`config.mk`:
```
export PLATFORM = sky130hd
export DESIGN_NAME = ssfd_device_flat
export DESIGN_NICKNAME = d
export VERILOG_FILES = /design/src/rtl/ssfd_pkg.sv /design/src/rtl/ssfd_link_if.sv /design/src/rtl/ssfd_prescaler.sv /design/src/rtl/ssfd_device.sv /design/src/flat_wrapper.sv
export SDC_FILE = /design/constraint.sdc
export NUM_CORES = 1
export LEC_CHECK = 0
export ABC_CLOCK_PERIOD_IN_PS = 2400
export BUFFER_PORTS_ARGS = -buffer_cell sky130_fd_sc_hd__buf_2
export CORE_ASPECT_RATIO = 1.75
export CORE_MARGIN = 3
export CORE_UTILIZATION = 40
export DETAILED_ROUTE_END_ITERATION = 10
export GPL_TIMING_DRIVEN = 0
export PLACE_DENSITY = 0.56
export SLEW_MARGIN = 5
export SYNTH_ARGS = -nofsm -noshare
export SYNTH_HDL_FRONTEND = slang
export SYNTH_SLANG_ARGS = --single-unit
```
`constraint.sdc`:
```
create_clock -name pclk -period 2.4 [get_ports pclk]
set_input_delay 0.12 -clock pclk [delete_from_list [all_inputs] [get_ports pclk]]
set_output_delay 0.12 -clock pclk [all_outputs]
set_load 0.05 [all_outputs]
```
`src/rtl/ssfd_pkg.sv`:
```
package ssfd_pkg;
    // word layout on the serial link
    localparam int WORD_W = 24;
    localparam int SEL_W = 2;
    localparam logic [1:0] SEL_CTL = 2'h0;
    localparam logic [1:0] SEL_REF = 2'h1;
    localparam logic [1:0] SEL_FB = 2'h2;
    localparam logic [1:0] SEL_TEST = 2'h3;
    // control latch fields
    localparam int CTL_PRE_LSB = 22;
    localparam int CTL_PD1 = 20;
    localparam int CTL_CP3S = 9;
    localparam int CTL_MUX_LSB = 5;
    localparam int CTL_CR = 4;
    // feedback latch fields
    localparam int FB_B_LSB = 8;
    localparam int FB_B_W = 13;
    localparam int FB_A_LSB = 2;
    localparam int FB_A_W = 5;
    localparam logic [12:0] B_MIN = 13'h0003;
    // prescaler modulus codes and 4/5 core counts
    localparam logic [1:0] PRE_8 = 2'h0;
    localparam logic [1:0] PRE_16 = 2'h1;
    localparam logic [2:0] GRP_LAST_8 = 3'h1;
    localparam logic [2:0] GRP_LAST_16 = 3'h3;
    localparam logic [2:0] GRP_LAST_32 = 3'h7;
    localparam logic [2:0] CORE_LO_LAST = 3'h3;
    localparam logic [2:0] CORE_HI_LAST = 3'h4;
    localparam logic [18:0] PRE_BASE = 19'h00008;
    // observation select codes
    localparam logic [2:0] MUX_LOCK = 3'h1;
    localparam logic [2:0] MUX_FB = 3'h2;
    localparam logic [2:0] MUX_REF = 3'h4;
    // controller register map (apb byte offsets)
    localparam logic [11:0] REG_WORD = 12'h000;
    localparam logic [11:0] REG_CTRL = 12'h004;
    localparam logic [11:0] REG_STAT = 12'h008;
    localparam logic [11:0] REG_MASK = 12'h00c;
    localparam int ST_DONE = 0;
    localparam int ST_DROP = 1;
    localparam int ST_BUSY = 2;
    localparam int ST_OBS = 3;
    // serial clock half period
    localparam int CLK_NS = 50;
    localparam int SCLK_HALF_NS = 25;
    localparam int SCLK_HALF_CYC_R = (SCLK_HALF_NS + CLK_NS - 1) / CLK_NS;
    localparam int SCLK_HALF_CYC = (SCLK_HALF_CYC_R < 1) ? 1 : SCLK_HALF_CYC_R;
    // controller sequencer
    typedef enum logic [2:0] {
        HS_IDLE = 3'b001,
        HS_SHIFT = 3'b010,
        HS_LOAD = 3'b100
    } ssfd_hstate_t;
endpackage : ssfd_pkg

```
`src/rtl/ssfd_link_if.sv`:
```
`timescale 1ns/1ps
interface ssfd_link_if;
    logic sclk;
    logic sdata;
    logic load_strobe;
    logic chip_enable;
    logic observation_output_pin;
    modport host (
        output sclk,
        output sdata,
        output load_strobe,
        output chip_enable,
        input observation_output_pin
    );
    modport dev (
        input sclk,
        input sdata,
        input load_strobe,
        input chip_enable,
        output observation_output_pin
    );
endinterface : ssfd_link_if

```
`src/rtl/ssfd_prescaler.sv`:
```
`timescale 1ns/1ps
module ssfd_prescaler (
    // system
    input wire logic pclk,
    input wire logic presetn,
    // rf cycle enable and modulus control
    input wire logic tick,
    input wire logic run,
    input wire logic [1:0] mode,
    input wire logic hi_mod,
    // one pulse per prescaler output cycle
    output logic out_pulse
);
    import ssfd_pkg::*;

    logic [2:0] core_ff;
    logic [2:0] grp_ff;
    logic out_ff;

    // one 4/5 core serves all pairs; only the group count differs
    wire [2:0] grp_last = (mode == PRE_8) ? GRP_LAST_8 :
                          (mode == PRE_16) ? GRP_LAST_16 : GRP_LAST_32;
    wire core_five = hi_mod & (grp_ff == 3'h0);
    wire [2:0] core_last = core_five ? CORE_HI_LAST : CORE_LO_LAST;
    wire core_end = tick & (core_ff == core_last);
    wire grp_end = core_end & (grp_ff == grp_last);

    // core and group counters, held cleared while stopped
    always_ff @(posedge pclk or negedge presetn) begin
        if (!presetn) begin
            core_ff <= 3'h0;
            grp_ff <= 3'h0;
            out_ff <= 1'b0;
        end else if (!run) begin
            core_ff <= 3'h0;
            grp_ff <= 3'h0;
            out_ff <= 1'b0;
        end else begin
            if (tick) begin
                core_ff <= core_end ? 3'h0 : core_ff + 3'h1;
            end
            if (core_end) begin
                grp_ff <= grp_end ? 3'h0 : grp_ff + 3'h1;
            end
            out_ff <= grp_end;
        end
    end

    assign out_pulse = out_ff;
endmodule : ssfd_prescaler

```
`src/rtl/ssfd_device.sv`:
```
// The register addresses and register access over APB were chosen for this implementation.
`timescale 1ns/1ps
module ssfd_device (
    // system
    input wire logic pclk,
    input wire logic presetn,
    // serial programming link
    ssfd_link_if.dev link,
    // rf and reference cycle enables, lock indication
    input wire logic rf_tick,
    input wire logic ref_tick,
    input wire logic lock_detect,
    // feedback divider output
    output logic feedback_pulse,
    // power and pump state
    output logic powered_up,
    output logic charge_pump_output_en,
    output logic ref_series_switch_one_closed,
    output logic ref_series_switch_two_closed,
    output logic ref_shunt_switch_closed,
    // latch contents for the neighbouring sections
    output logic [ssfd_pkg::WORD_W-1:0] control_latch,
    output logic [ssfd_pkg::WORD_W-1:0] reference_latch,
    output logic [ssfd_pkg::WORD_W-1:0] feedback_latch,
    output logic [ssfd_pkg::WORD_W-1:0] test_latch
);
    import ssfd_pkg::*;

    logic [3:0] sync1_ff;
    logic [3:0] sync2_ff;
    logic [3:0] sync3_ff;
    logic [WORD_W-1:0] shift_ff;
    logic [WORD_W-1:0] ctl_ff;
    logic [WORD_W-1:0] ref_ff;
    logic [WORD_W-1:0] fb_ff;
    logic [WORD_W-1:0] test_ff;
    logic powered_ff;
    logic cp_en_ff;
    logic series_ff;
    logic shunt_ff;
    logic [FB_B_W-1:0] main_ff;
    logic [FB_A_W-1:0] swallow_ff;
    logic fb_pulse_ff;
    logic fb_div_ff;
    logic ref_div_ff;
    logic obs_ff;
    logic pre_pulse;

    // link lines: {chip_enable, load_strobe, sdata, sclk}
    // third stage only feeds the edge detectors, never the first
    always_ff @(posedge pclk or negedge presetn) begin
        if (!presetn) begin
            sync1_ff <= 4'h0;
            sync2_ff <= 4'h0;
            sync3_ff <= 4'h0;
        end else begin
            sync1_ff <= {link.chip_enable, link.load_strobe,
                         link.sdata, link.sclk};
            sync2_ff <= sync1_ff;
            sync3_ff <= sync2_ff;
        end
    end

    // all four lines see the same delay, so data keeps its setup
    // and hold against the clock edge after synchronising
    wire sclk_rise = sync2_ff[0] & ~sync3_ff[0];
    wire sdata_s = sync2_ff[1];
    wire strobe_rise = sync2_ff[2] & ~sync3_ff[2];
    wire chip_en_s = sync2_ff[3];

    // shift register, newest bit at the low end
    always_ff @(posedge pclk or negedge presetn) begin
        if (!presetn) begin
            shift_ff <= {WORD_W{1'b0}};
        end else if (sclk_rise) begin
            shift_ff <= {shift_ff[WORD_W-2:0], sdata_s};
        end
    end

    // latch select decode from the two low bits
    wire [SEL_W-1:0] sel = shift_ff[SEL_W-1:0];
    wire wr_ctl = strobe_rise & (sel == SEL_CTL);
    wire wr_ref = strobe_rise & (sel == SEL_REF);
    wire wr_fb = strobe_rise & (sel == SEL_FB);
    wire wr_test = strobe_rise & (sel == SEL_TEST);

    // latches hold until a strobe picks them; shifting alone
    // never disturbs a latch
    always_ff @(posedge pclk or negedge presetn) begin
        if (!presetn) begin
            ctl_ff <= {WORD_W{1'b0}};
            ref_ff <= {WORD_W{1'b0}};
            fb_ff <= {WORD_W{1'b0}};
            test_ff <= {WORD_W{1'b0}};
        end else begin
            if (wr_ctl) begin
                ctl_ff <= shift_ff;
            end
            if (wr_ref) begin
                ref_ff <= shift_ff;
            end
            if (wr_fb) begin
                fb_ff <= shift_ff;
            end
            if (wr_test) begin
                test_ff <= shift_ff;
            end
        end
    end

    // power: pin gates everything, the soft bit may keep it down
    wire soft_down = ctl_ff[CTL_PD1];
    wire pwr_on = chip_en_s & ~soft_down;
    wire pump_on = pwr_on & ~ctl_ff[CTL_CP3S];

    // reset leaves the part in its powered-down posture
    always_ff @(posedge pclk or negedge presetn) begin
        if (!presetn) begin
            powered_ff <= 1'b0;
            cp_en_ff <= 1'b0;
            series_ff <= 1'b0;
            shunt_ff <= 1'b1;
        end else begin
            powered_ff <= pwr_on;
            cp_en_ff <= pump_on;
            series_ff <= pwr_on;
            shunt_ff <= ~pwr_on;
        end
    end

    // feedback counter values; main below its floor is clamped
    // because a shorter main count cannot cover the swallow phase
    wire [1:0] pre_mode = ctl_ff[CTL_PRE_LSB +: 2];
    wire [FB_B_W-1:0] b_raw = fb_ff[FB_B_LSB +: FB_B_W];
    wire [FB_B_W-1:0] b_val = (b_raw < B_MIN) ? B_MIN : b_raw;
    wire [FB_A_W-1:0] a_val = fb_ff[FB_A_LSB +: FB_A_W];
    wire run = pwr_on & ~ctl_ff[CTL_CR];
    wire swallow_on = (swallow_ff != {FB_A_W{1'b0}});
    wire main_last = (main_ff == {{(FB_B_W-1){1'b0}}, 1'b1});

    ssfd_prescaler u_pre (
        .pclk(pclk),
        .presetn(presetn),
        .tick(rf_tick),
        .run(run),
        .mode(pre_mode),
        .hi_mod(swallow_on),
        .out_pulse(pre_pulse)
    );

    // swallow then main: b prescaler cycles, first a at p+1
    // so one feedback cycle spans b*p + a rf cycles
    always_ff @(posedge pclk or negedge presetn) begin
        if (!presetn) begin
            main_ff <= {FB_B_W{1'b0}};
            swallow_ff <= {FB_A_W{1'b0}};
            fb_pulse_ff <= 1'b0;
        end else if (!run) begin
            main_ff <= b_val;
            swallow_ff <= a_val;
            fb_pulse_ff <= 1'b0;
        end else begin
            fb_pulse_ff <= pre_pulse & main_last;
            if (pre_pulse && main_last) begin
                main_ff <= b_val;
                swallow_ff <= a_val;
            end else if (pre_pulse) begin
                main_ff <= main_ff - 13'h0001;
                if (swallow_on) begin
                    swallow_ff <= swallow_ff - 5'h01;
                end
            end
        end
    end

    // halved copies of feedback and reference rates for viewing
    always_ff @(posedge pclk or negedge presetn) begin
        if (!presetn) begin
            fb_div_ff <= 1'b0;
            ref_div_ff <= 1'b0;
        end else begin
            if (fb_pulse_ff) begin
                fb_div_ff <= ~fb_div_ff;
            end
            if (ref_tick) begin
                ref_div_ff <= ~ref_div_ff;
            end
        end
    end

    // observation select; unused codes drive low
    wire [2:0] mux_sel = ctl_ff[CTL_MUX_LSB +: 3];
    wire obs_nxt = (mux_sel == MUX_LOCK) ? lock_detect :
                   (mux_sel == MUX_FB) ? fb_div_ff :
                   (mux_sel == MUX_REF) ? ref_div_ff : 1'b0;

    always_ff @(posedge pclk or negedge presetn) begin
        if (!presetn) begin
            obs_ff <= 1'b0;
        end else begin
            obs_ff <= obs_nxt;
        end
    end

    // outputs straight from their registers
    assign link.observation_output_pin = obs_ff;
    assign feedback_pulse = fb_pulse_ff;
    assign powered_up = powered_ff;
    assign charge_pump_output_en = cp_en_ff;
    assign ref_series_switch_one_closed = series_ff;
    assign ref_series_switch_two_closed = series_ff;
    assign ref_shunt_switch_closed = shunt_ff;
    assign control_latch = ctl_ff;
    assign reference_latch = ref_ff;
    assign feedback_latch = fb_ff;
    assign test_latch = test_ff;
endmodule : ssfd_device

```
`src/flat_wrapper.sv`:
```
// flat-port wrapper written by rule: the top's interface ports become plain ports
module ssfd_device_flat import ssfd_pkg::*;
  (pclk, presetn, rf_tick, ref_tick, lock_detect, feedback_pulse, powered_up, charge_pump_output_en, ref_series_switch_one_closed, ref_series_switch_two_closed, ref_shunt_switch_closed, control_latch, reference_latch, feedback_latch, test_latch, link_sclk, link_sdata, link_load_strobe, link_chip_enable, link_observation_output_pin);
  ssfd_link_if link_i ();
  input wire logic pclk;
  input wire logic presetn;
  input wire logic rf_tick;
  input wire logic ref_tick;
  input wire logic lock_detect;
  output logic feedback_pulse;
  output logic powered_up;
  output logic charge_pump_output_en;
  output logic ref_series_switch_one_closed;
  output logic ref_series_switch_two_closed;
  output logic ref_shunt_switch_closed;
  output logic [ssfd_pkg::WORD_W-1:0] control_latch;
  output logic [ssfd_pkg::WORD_W-1:0] reference_latch;
  output logic [ssfd_pkg::WORD_W-1:0] feedback_latch;
  output logic [ssfd_pkg::WORD_W-1:0] test_latch;
  input wire logic [$bits(link_i.sclk)-1:0] link_sclk;
  input wire logic [$bits(link_i.sdata)-1:0] link_sdata;
  input wire logic [$bits(link_i.load_strobe)-1:0] link_load_strobe;
  input wire logic [$bits(link_i.chip_enable)-1:0] link_chip_enable;
  output wire logic [$bits(link_i.observation_output_pin)-1:0] link_observation_output_pin;
  assign link_i.sclk = link_sclk;
  assign link_i.sdata = link_sdata;
  assign link_i.load_strobe = link_load_strobe;
  assign link_i.chip_enable = link_chip_enable;
  assign link_observation_output_pin = link_i.observation_output_pin;
  ssfd_device u_core (.pclk(pclk), .presetn(presetn), .link(link_i), .rf_tick(rf_tick), .ref_tick(ref_tick), .lock_detect(lock_detect), .feedback_pulse(feedback_pulse), .powered_up(powered_up), .charge_pump_output_en(charge_pump_output_en), .ref_series_switch_one_closed(ref_series_switch_one_closed), .ref_series_switch_two_closed(ref_series_switch_two_closed), .ref_shunt_switch_closed(ref_shunt_switch_closed), .control_latch(control_latch), .reference_latch(reference_latch), .feedback_latch(feedback_latch), .test_latch(test_latch));
endmodule
```
=== Word-level counts from Yosys, hierarchy flattened ===
Cells that the tools add are included.

* Flip-flop bits (word level): 163
* Bits of input ports: 9
* Output and inout bits: 103
* Logic and storage cells: 88

* Add/sub/neg operators: 4
* Magnitude comparators: 1
* Eq/ne operators: 14
* Multiplexer cells: 22
* Bitwise logic cells: 21
* Reduce and logical (&&, ||, !) cells: 6

{| class="wikitable"
|+ Operators by type and width
! operator !! number
|-
| 13-bit two-way mux || 4
|-
| 3-bit two-way mux || 9
|-
| 5-bit two-way mux || 4
|-
| 1-bit bitwise AND || 13
|-
| 13-bit by 1-bit equality test with 1-bit output (second input constant) || 1
|-
| 13-bit by 2-bit less-than comparator with 1-bit output (second input constant) || 1
|-
| 13-bit by 1-bit subtractor with 13-bit output (second input constant) || 1
|-
| 1-bit inverter || 8
|-
| 3-bit by 1-bit adder with 3-bit output (second input constant) || 2
|-
| 3-bit equality test || 2
|-
| 3-bit by 1-bit inequality test with 1-bit output (second input constant) || 2
|-
| 1-bit two-way mux || 5
|-
| 5-bit nonzero test || 1
|-
| 5-bit by 1-bit subtractor with 5-bit output (second input constant) || 1
|-
| 2-bit by 1-bit equality test with 1-bit output (second input constant) || 2
|-
| 2-bit equality test (second input constant) || 2
|-
| 2-bit logical NOT || 2
|-
| 3-bit by 1-bit equality test with 1-bit output (second input constant) || 1
|-
| 3-bit by 2-bit equality test with 1-bit output (second input constant) || 1
|-
| 3-bit equality test (second input constant) || 1
|-
| 3-bit logical NOT || 1
|-
| 2-bit by 1-bit inequality test with 1-bit output (second input constant) || 1
|-
| 2-bit inequality test (second input constant) || 1
|-
| 2-bit AND reduction || 1
|-
| 1-bit logical AND || 1
|}

=== Depth between registers and ports, before layout ===
Gate-level depths: netlist (run 1).

* Word-level depth: 9
* Mapped depth: 9
* Depth with buffers taken out: 7

=== Hierarchy ===
From an unflattened synthesis (run 1), not the netlist that was laid out.

* Cell total of the unflattened synthesis: 485
* Area total of the unflattened synthesis: 6,682.7 um^2

{| class="wikitable"
|+ By module, submodules not included
! module !! times used !! cells each !! area an instance (um^2)
|-
| ssfd_device || 1 || 440 || 6,204.7
|-
| ssfd_prescaler || 1 || 45 || 478.0
|}

=== Worst setup path before layout (run 1) ===
OpenSTA, ideal clock, no wires.

* Path type: reg-to-reg
* Start: register u_core.ctl_ff[20], in the netlist u_core.control_latch[20]
* End: register u_core.main_ff[9]
* Library setup time: 121 ps
* Data arrival time: 1,856 ps
* Data required time: 2,279 ps
* Path slack: 422 ps
* Cell stages (with the launch flop): 7
* Buffers on the path: 1
* Cells stage by stage: dfrtp_1 nand2b_1 nor2_1 and2_1 clkbuf_1 a41oi_1 o22a_1

* Longest elaborated chain between the ends: 4
* Elaborated cells on any way between the ends: 5

{| class="wikitable"
|+ Ends and longest elaborated chain
! element !! line !! RTL
|-
| from (decl) || ssfd_device.sv:33 || <nowiki>logic [WORD_W-1:0] ctl_ff;</nowiki>
|-
| from (signal assigned) || ssfd_device.sv:91 || <nowiki>ctl_ff <= {WORD_W{1'b0}};</nowiki>
|-
| from (signal assigned) || ssfd_device.sv:97 || <nowiki>ctl_ff <= shift_ff;</nowiki>
|-
| 1-bit inverter (*) || ssfd_device.sv:113 || <nowiki>wire pwr_on = chip_en_s & ~soft_down;</nowiki>
|-
| 1-bit bitwise AND (*) || ssfd_device.sv:113 ||
|-
| 1-bit bitwise AND (*) || ssfd_device.sv:137 || <nowiki>wire run = pwr_on & ~ctl_ff[CTL_CR];</nowiki>
|-
| 3-bit by 1-bit inequality test with 1-bit output (no source line) or 13-bit two-way mux (tied branches) || - ||
|-
| to (signal assigned) || ssfd_device.sv:155 || <nowiki>main_ff <= {FB_B_W{1'b0}};</nowiki>
|-
| to (signal assigned) || ssfd_device.sv:159 || <nowiki>main_ff <= b_val;</nowiki>
|-
| to (signal assigned) || ssfd_device.sv:165 || <nowiki>main_ff <= b_val;</nowiki>
|-
| to (decl) || ssfd_device.sv:41 || <nowiki>logic [FB_B_W-1:0] main_ff;</nowiki>
|}

Every way passes the cells marked *; elsewhere a longest branch is shown, timed or not.
A chain may end at the register's enable or synchronous reset.

=== Final worst setup path (run 1) ===
* Start: register u_core.main_ff[4]
* End: register u_core.main_ff[4]

* Longest elaborated chain between the ends: 4
* Elaborated cells on any way between the ends: 7

{| class="wikitable"
|+ Ends and longest elaborated chain
! element !! line !! RTL
|-
| 13-bit by 1-bit subtractor with 13-bit output or 13-bit by 1-bit equality test with 1-bit output (tied branches) || ssfd_device.sv:168, ssfd_device.sv:139 ||
|-
| 13-bit two-way mux or 1-bit logical AND (tied branches) || ssfd_device.sv:167, ssfd_device.sv:164 ||
|-
| 13-bit two-way mux || ssfd_device.sv:164 || <nowiki>if (pre_pulse && main_last) begin</nowiki>
|-
| 13-bit two-way mux || ssfd_device.sv:158 || <nowiki>end else if (!run) begin</nowiki>
|}

Several ways; a longest one is shown, not always the timed one. The select of a mux whose other input is x is not followed.

==> results of run 1 <==
worst register-to-register path, cell delays in order, from the launching register on:
cell and delay [ns]:
dfrtp_1 0.41, nor3_1 0.49, nand4_1 0.34, nand2_1 0.21, buf_2 0.24, o21ai_0 0.11
a221o_1 0.36
worst min path at each step:
stage / cells after the start / startpoint / end
floorplan: 0 / presetn / u_core.charge_pump_output_en
global placement: 1 / link_load_strobe / u_core.sync1_ff[2]
detailed placement: 1 / presetn / u_core.ref_div_ff
CTS: 3 / rf_tick / u_core.u_pre.core_ff[0]
global route: 4 / lock_detect / u_core.link.observation_output_pin
finish: 3 / rf_tick / u_core.u_pre.core_ff[0]
through the flow:
step | hold WS [ns] | setup slack (ns) | std cells | TNS, ns | power, uW
2_1_floorplan | -0.176 | 0.422 | 475 | 0 | 6440
3_3_place_gp | 0.231 | -1.20 | 774 | -189.71 | 7370
3_5_place_dp | 0.0463 | -0.0134 | 775 | -0.0464 | 7460
4_1_cts | 0.0637 | 0.00882 | 813 | 0 | 10200
5_1_grt | 0.0816 | 0.0150 | 813 | 0 | 10600
6_report | 0.0849 | 0.139 | 813 | 0 | 10000
what timing repair did:
action,4_1_cts,5_1_grt
hold buffers,6,0
hold endpoints to repair,51,0
endpoints found under the setup margin,0,27
resized for setup,0,5
layer usage:
metal	vias up	track usage
li1	1955	-
met1	2189	0.209
met2	87	0.319
met3	22	0.0360
met4	0	0.0657
met5	-	0
flip-flops by register name, indices dropped and copies added, names as in the netlist, 2 cells and up:
signal,flops
u_core.control_latch,24
u_core.feedback_latch,24
u_core.reference_latch,24
u_core.shift_ff,24
u_core.test_latch,24
u_core.main_ff,13
u_core.swallow_ff,5
u_core.sync1_ff,4
u_core.sync2_ff,4
u_core.u_pre.core_ff,3
u_core.u_pre.grp_ff,3
u_core.sync3_ff,2
where the power goes:
group / switching, uW / leakage [uW] / internal, uW
Sequential: 633 / 0.00212 / 3380
Clock: 1160 / 0.000283 / 1490
Combinational: 2300 / 0.00160 / 1050
final cells by class:
type / count / area share
sequential: 162 / 0.507
multi-input combinational: 280 / 0.292
timing repair buffer: 117 / 0.0810
clock buffer: 18 / 0.0549
tap: 189 / 0.0296
clock inverter: 14 / 0.0178
buffer: 24 / 0.0130
inverter: 9 / 0.00422
cells in the final DEF (no fill, tap or decap), types with 4 or more instances in the layout:
cell type      count
nor3_1            12
nand3_1           11
nor2_1            12
clkbuf_16         17
or3_1              4
a21oi_1           11
dfrtp_1          161
nand2_1           23
dlygate4sd3_1      6
inv_1              9
nor2b_1            6
inv_6              6
xnor2_1            6
o21ai_0           14
clkbuf_1          16
ha_1               7
xor2_1             4
nand2b_1           5
mux2_2           112
buf_2            113
nor4_1             4
kinds of logic (layout without fill, tap and decap cells):
group,after synthesis,after routing,synth area share
AOI/OAI and AO/OA,43,43,0.0418
muxes,114,114,0.197
DFF,162,162,0.622
adders and majority gates,7,7,0.0134
and+or+nand+nor,106,106,0.0915
buffers and inverters,33,182,0.0209
xor gates and xnor gates,10,10,0.0134
==> impl_metrics.yaml, run 1 <==
setup_path:
  crit_fanout: 10
  end_kind: "flip-flop"
  crit_type: "reg -> reg"
  r2r_end: "u_core.main_ff[4]"
  cpLargestDelayFamily: "simple AND/OR/NAND/NOR gates"
  startpoint: "u_core.main_ff[4]"
  worstRegToRegCells: 6
  start_kind: "flip-flop"
  slowest_stage: "nor3_1"
  worstPathCellList: "nor3_1 > nand4_1 > nand2_1 > buf_2 > o21ai_0 > a221o_1"
  reg2reg_slack_ns: 0.14
  path_depth: 6
  reg2reg_from: "u_core.main_ff[4]"
  setup.worst_path.end: "u_core.main_ff[4]"
  cp.required_ns: 2.71
  max_stage_delay_ns: 0.49
  worst_ep_arrival_time_ns: 2.57
  path_buf_inv: 1
power_and_ir_drop:
  ir_drop_v: 0.000605
  powerDensity_nw_per_um2: 1250
  power.leakage_uw: 0.00400
floorplan:
  initial_core_util: 0.409
  dieArea_um2: 17900
  core_um2: 16000
  io_pins: 112
  die_w_um: 103
  num_rows: 61
  die_h_um: 175
sta:
  fin_crit_sh: 0.942
  grt_setup_unrepaired: "no"
  tightest_slew_ns: 0.654
  skew_ns: 0.00944
  finalHoldViolCount: 0
  slew-limit-headroom: 0.564
  fin_crit_ns: 2.26
  maxSlewViolCount: 0
  fmax_ghz: 0.442
  setup-violations-final: 0
logic_synthesis:
  yosysSeqAreaShare: 0.622
  syn_avg_cell_area_um2: 13.7
  ys_ff_latch: 162
  synth_common_cells: "161 x dfrtp_1, 112 x mux2_2, 23 x nand2_1"
  yosysTopAreaCell: "dfrtp_1"
  synthTopCellsByArea: "dfrtp_1 62%, mux2_2 19%, ha_1 1.3%"
  syn_area_um2: 6520
  post-synth-top-count-cell: "dfrtp_1"
  postSynthCellCount: 475
  synth.top_cell.area_share: 0.618
  yosys_warnings: 0
  synthFlopType: "dfrtp_1"
  synth_nets: 491
  synth_cell_types: 53
  synthArstFlopShare: 1.00
  synth_edf_count: 0
run_status:
  status: "finished, final reports clean"
drt:
  dr.pass1.iters: 4
  drt_iter0_markers: 219
  drc: 0
  routed.top_layer: "met4"
  wire_per_inst_um: 18.5
  via_per_inst: 5.23
  ant_nets: 0
  met3_length_um: 500
  wl_met1_um: 5850
  routed_wl_um: 15000
  dr_wl_met2_um: 8360
  vias: 4253
global_routing:
  grt_use_total: 0.180
  grt_pass1_vias: 4600
  antenna_found_initial: 0
  grt_max_degree: 117
  grt_pass1_wl_um: 24700
  grt-ovfl-total: 0
cells_and_area:
  areaGrowthSynthToFinish_pct: 22.6
  seq_area_um2: 4060
  n_antenna_cell: 0
  drive_above_1_share: 0.441
  multi_input_area_um2: 2340
  finalNetCount: 627
  final_area_um2: 8000
  nFillCells: 1447
  utilization: 0.501
place:
  gp_congestion: 0.863
  place_hpwl_um: 10700
  port_buffers: 110
  placed_cell_area_um2: 7350
cts:
  clk_latency_ns: 0.42
  clk_path_buf_depth: 2
  root_buffer: "clkbuf_16"
  cts_tree: "done"
  path_clk_slew_ns: 0.07
  cts_setup_buffers: 0
  cts.sinks: 162
  numCtsBuffers: 17
  ctsHtreeMaxLevel: 4
min_path:
  min_path_type: "in -> reg"
job:
  maxCapViolCount: 0
Note: power is estimated with default switching activity, not from simulation.
==> inputs of run 2 (changes only) <==
--- a/config.mk
+++ b/config.mk
@@ -5,14 +5,14 @@
 export SDC_FILE = /design/constraint.sdc
 export NUM_CORES = 1
 export LEC_CHECK = 0
-export ABC_CLOCK_PERIOD_IN_PS = 2400
+export ABC_CLOCK_PERIOD_IN_PS = 2000
 export BUFFER_PORTS_ARGS = -buffer_cell sky130_fd_sc_hd__buf_2
 export CORE_ASPECT_RATIO = 1.75
 export CORE_MARGIN = 3
 export CORE_UTILIZATION = 40
 export DETAILED_ROUTE_END_ITERATION = 10
 export GPL_TIMING_DRIVEN = 0
-export PLACE_DENSITY = 0.56
+export PLACE_DENSITY = 0.58
 export SLEW_MARGIN = 5
 export SYNTH_ARGS = -nofsm -noshare
 export SYNTH_HDL_FRONTEND = slang
==> constraint.sdc (replaced) <==
create_clock -name pclk -period 2 [get_ports pclk]
set_input_delay 0.1 -clock pclk [delete_from_list [all_inputs] [get_ports pclk]]
set_output_delay 0.1 -clock pclk [all_outputs]
set_load 0.05 [all_outputs]
==> run 2 against run 1 <==
  * The run now ends with setup timing left
  * Routed wire length rose by 1.7%
  * Critical path depth up 1
  * Die area unchanged
  * Count of clock-buffer cells in the layout unchanged
  * Sequential power is 21% higher
  * Sequential share of layout area decreased by 1.4 points
  * Total power increased by 24%
  * Non-clock buffer count up 15
  * Sequential cell count unchanged
  * First-iteration DRC count shrank 3.7%
  * Worst setup slack got worse by 0.15 ns
==> impl_metrics.yaml, run 2 (synthesis gave the netlist of run 1 again) <==
setup_path:
  worst_ep_arrival_time_ns: 2.35
  slowest_stage: "or4b_1"
  max_stage_delay_ns: 0.52
  cp.required_ns: 2.34
  path_buf_inv: 1
  crit_type: "reg -> reg"
  start_kind: "flip-flop"
  reg2reg_from: "u_core.swallow_ff[0]"
  cpLargestDelayFamily: "simple AND/OR/NAND/NOR gates"
  crit_fanout: 3
  end_kind: "flip-flop"
  worstPathCellList: "inv_2 > ha_4 > or4b_4 > nand2_4 > mux2i_4 > or4b_1 > a21oi_1"
  startpoint: "u_core.swallow_ff[0]"
floorplan:
  die_h_um: 175
  num_rows: 61
  core_um2: 16000
  io_pins: 112
  initial_core_util: 0.409
  dieArea_um2: 17900
  die_w_um: 103
run_status:
  violations: "setup timing"
  status: "finished with violations"
place:
  gp_congestion: 0.833
  place_hpwl_um: 10700
  post-place-ws_ns: -0.292
  port_buffers: 110
  placed_cell_area_um2: 7350
  dp.cells: 775
cts:
  clk_path_buf_depth: 2
  ctsHtreeMaxLevel: 4
  cts.sinks: 162
  numCtsBuffers: 17
  clk_latency_ns: 0.42
  cts_tree: "done"
  path_clk_slew_ns: 0.07
  root_buffer: "clkbuf_16"
power_and_ir_drop:
  p_sw_uw: 5030
  ir_drop_v: 0.000746
  p_int_uw: 7410
  power_frac_seq: 0.391
  power.leakage_uw: 0.00413
  powerDensity_nw_per_um2: 1510
  clkPwrFrac: 0.266
  combPwrFrac: 0.343
  netSwitchingFraction: 0.404
sta:
  slew-limit-headroom: 0.584
  skew_ns: 0.0177
  maxSlewViolCount: 0
  setup-violations-final: 1
  finalHoldViolCount: 0
  fin_crit_ns: 2.01
  grt_setup_unrepaired: "yes"
  fmax_ghz: 0.497
  setup_tns_ns: -0.0102
  tightest_slew_ns: 0.624
  setup_ws_ns: -0.0102
  fin_crit_sh: 1.01
  worst_hold_slack_ns: 0.0790
global_routing:
  grt-ovfl-total: 0
  grt_pass1_vias: 4577
  grt_max_degree: 121
  grt_use_total: 0.179
  grt_pass1_wl_um: 24700
  antenna_found_initial: 0
min_path:
  hp-start: "rf_tick"
  min_path_type: "in -> reg"
cells_and_area:
  final_cell_mix: "160 x dfrtp_1, 113 x buf_2, 112 x mux2_2"
  areaGrowthSynthToFinish_pct: 26.2
  layout_commonest_cell: "dfrtp_1"
  drive_above_1_share: 0.488
  final_area_um2: 8230
  finalNetCount: 642
  layoutNonFillerInstCount: 828
  n_antenna_cell: 0
drt:
  wire_per_inst_um: 18.5
  dr.pass1.iters: 4
  ant_nets: 0
  routed_wl_um: 15300
  via_per_inst: 5.23
  drt_iter0_markers: 211
  drc: 0
  vias: 4330
job:
  maxCapViolCount: 0
==> run 2: timing repair <==
action                                 CTS  global route
gates resized for setup                 18            18
gates cloned                             0             1
hold buffers                             6             0
endpoints found under the hold margin   47             0
buffers inserted                         2            13
pin swaps                                2             9
setup endpoints to repair               75            67
==> run 2: layout make-up <==
class                   instances  area (um2)
fillers                      1402        7720
flip-flops and latches        162        4060
multi-input cells             280        2410
repair buffers                133         766
clock buffers                  18         439
well taps                     189         236
clock inverters                14         168
plain buffers                  23         120
inverters                       9        33.8
==> run 2: power groups by stage <==
stage	Sequential [uW]	Combinational, uW	Clock (uW)
after detailed placement	4900	4060	0
after floorplan	6310	1410	0
after global placement	4870	3970	0
after CTS	4860	4160	3380
final	4860	4270	3300
after global routing	4990	4560	3530
==> run 2: metrics by stage <==
stage,power [uW],util
after global routing,13100,0.516
after CTS,12400,0.507
after detailed placement,8960,0.461
after global placement,8830,0.458
after floorplan,7720,-
final,12400,0.516
==> run 2: worst min-delay path: stages <==
cell	delay [ns]
clkbuf_1	0.17
nand3b_1	0.13
a21oi_1	0.05
==> run 2: final timing paths <==
path	cells after the start	slack, ns	endpoint
min in group asynchronous	2	0.15	u_core.link.observation_output_pin
hold reg to reg	0	0.35	u_core.sync2_ff[2]
max in group asynchronous	3	0.92	u_core.feedback_latch[0]
hold / removal	3	0.08	u_core.u_pre.core_ff[0]
setup / recovery	7	-0.01	u_core.u_pre.grp_ff[2]
setup reg to reg	7	-0.01	u_core.u_pre.grp_ff[2]
==> run 2: metal layers <==
layer	global-route usage	up-vias	share of wire
li1	-	1995	-
met4	0.0547	0	0.022
met5	0	-	0
met1	0.212	2214	0.38
met2	0.318	100	0.56
met3	0.0368	21	0.036
==> inputs of run 3 (changes only) <==
--- a/config.mk
+++ b/config.mk
@@ -9,10 +9,11 @@
 export BUFFER_PORTS_ARGS = -buffer_cell sky130_fd_sc_hd__buf_2
 export CORE_ASPECT_RATIO = 1.75
 export CORE_MARGIN = 3
-export CORE_UTILIZATION = 40
+export CORE_UTILIZATION = 50
 export DETAILED_ROUTE_END_ITERATION = 10
-export GPL_TIMING_DRIVEN = 0
-export PLACE_DENSITY = 0.58
+export GPL_TIMING_DRIVEN = 1
+export PLACE_DENSITY = 0.71
+export SKIP_LAST_GASP = 1
 export SLEW_MARGIN = 5
 export SYNTH_ARGS = -nofsm -noshare
 export SYNTH_HDL_FRONTEND = slang
==> run 3 against run 2 <==
  * Via count decreased by 0.46%
  * The flow now finishes without violations
  * Final cell count decreased by 3.9%
  * Cell area decreased by 1.1%
  * Utilization increased by 13 points
  * Routed wire length decreased by 4.6%
  * Critical path depth unchanged
  * Largest cell class unchanged
  * Critical path type unchanged
==> impl_metrics.yaml, run 3 (synthesis gave the netlist of run 1 again) <==
setup_path:
  end_kind: "flip-flop"
  start_kind: "flip-flop"
  worst_ep_arrival_time_ns: 2.30
  crit_type: "reg -> reg"
  cp.required_ns: 2.35
  crit_fanout: 4
drt:
  wire_per_inst_um: 18.3
  ant_nets: 0
  vias: 4310
  drc: 0
  drt_iter0_markers: 194
  routed_wl_um: 14600
  via_per_inst: 5.41
  dr.pass1.iters: 4
floorplan:
  core_um2: 12600
  num_rows: 54
  io_pins: 112
  initial_core_util: 0.516
  die_h_um: 157
  dieArea_um2: 14500
  die_w_um: 92.3
global_routing:
  grt_pass1_wl_um: 23800
  antenna_found_initial: 0
  grt_max_degree: 52
  grt_pass1_vias: 4566
  grt-ovfl-total: 0
  grt_use_total: 0.210
sta:
  tightest_slew_ns: 0.514
  slew-limit-headroom: 0.654
  setup-violations-final: 0
  grt_setup_unrepaired: "yes"
  finalHoldViolCount: 0
  setup_tns_ns: 0
  fin_crit_ns: 1.95
  maxSlewViolCount: 0
  fin_crit_sh: 0.975
  worst_hold_slack_ns: 0.0355
  skew_ns: 0.0123
  fmax_ghz: 0.513
cells_and_area:
  final_area_um2: 8140
  areaGrowthSynthToFinish_pct: 24.8
  multi_input_area_um2: 2380
  layout_commonest_cell: "dfrtp_1"
  drive_above_1_share: 0.486
  n_antenna_cell: 0
  nFillCells: 1010
  finalNetCount: 631
  final_cell_mix: "161 x dfrtp_1, 112 x mux2_2, 110 x buf_2"
  seq_area_um2: 4060
  utilization: 0.644
power_and_ir_drop:
  power_frac_seq: 0.392
  ir_drop_v: 0.000748
  p_int_uw: 7400
  power.leakage_uw: 0.00411
  report.power.total_uw: 12300
  netSwitchingFraction: 0.400
  p_sw_uw: 4940
  clkPwrFrac: 0.264
  combPwrFrac: 0.344
  powerDensity_nw_per_um2: 1520
cts:
  cts.sinks: 162
  clk_path_buf_depth: 2
  ctsHtreeMaxLevel: 4
  clk_latency_ns: 0.41
  root_buffer: "clkbuf_16"
  path_clk_slew_ns: 0.07
  cts_tree: "done"
  numCtsBuffers: 17
min_path:
  min_path_type: "in -> reg"
place:
  port_buffers: 111
  gp_congestion: 0.909
  placed_cell_area_um2: 7410
  place_hpwl_um: 10200
job:
  maxCapViolCount: 0
run_status:
  status: "finished, final reports clean"
==> run 3: cell count changes in the layout (fill, tap and decap cells not counted), sizes merged <==
cell / before / now
buf: 133 / 139
inv: 17 / 14
clkinvlp: 1 / 2
clkinv: 3 / 4
clkbuf: 35 / 19
==> run 3: power groups by stage <==
stage               combinational (uW)  clock, uW  sequential [uW]
floorplan                         1410          0             6310
global placement                  4060          0             4850
detailed placement                4150          0             4890
CTS                               4200       3320             4830
global route                      4490       3470             4950
finish                            4240       3260             4840
==> run 3: metrics by stage <==
step | std cells | worst slack (ns)
floorplan | 475 | 0.0224
global placement | 754 | 0.0879
detailed placement | 754 | -0.0172
CTS | 793 | 0.0106
global route | 796 | -0.0352
finish | 796 | 0.0504
==> run 3: path summary, 6_finish.rpt <==
kind	startpoint	to	slack, ns	depth (start not counted)
setup / recovery	u_core.swallow_ff[0]	u_core.u_pre.grp_ff[2]	0.05	7
max in group asynchronous	presetn	u_core.control_latch[3]	1.06	3
hold reg to reg	u_core.sync1_ff[2]	u_core.sync2_ff[2]	0.35	0
min in group asynchronous	presetn	u_core.u_pre.grp_ff[1]	0.20	2
setup reg to reg	u_core.swallow_ff[0]	u_core.u_pre.grp_ff[2]	0.05	7
hold / removal	rf_tick	u_core.u_pre.core_ff[0]	0.04	3
==> run 3: cell type report <==
cell class | count | share of cell area
flip-flops and latches | 162 | 0.498
multi-input cells | 280 | 0.292
repair buffers | 145 | 0.106
clock buffers | 19 | 0.0556
well taps | 168 | 0.0258
clock inverters | 13 | 0.0183
inverters | 9 | 0.00415
==> run 3: metal layers <==
layer | share of wire | wire, um | track usage
met5 | 0 | 0 | 0
met4 | 0.014 | 210 | 0.0702
met3 | 0.029 | 429 | 0.0402
met2 | 0.56 | 8180 | 0.380
met1 | 0.40 | 5760 | 0.250
==> run 3: critical path: stages (launching register included) <==
cell	delay, ns
dfrtp_1	0.40
inv_2	0.06
ha_1	0.13
or4b_4	0.48
nand2_4	0.11
mux2i_4	0.09
or4b_4	0.49
a21oi_2	0.12
==> run 3: timing repair <==
action,4_1_cts,5_1_grt
hold buffers,6,0
setup endpoints to repair,1,15
endpoints found under the hold margin,52,0
buffers inserted,1,3
gates resized for setup,0,10
pin swaps,0,2
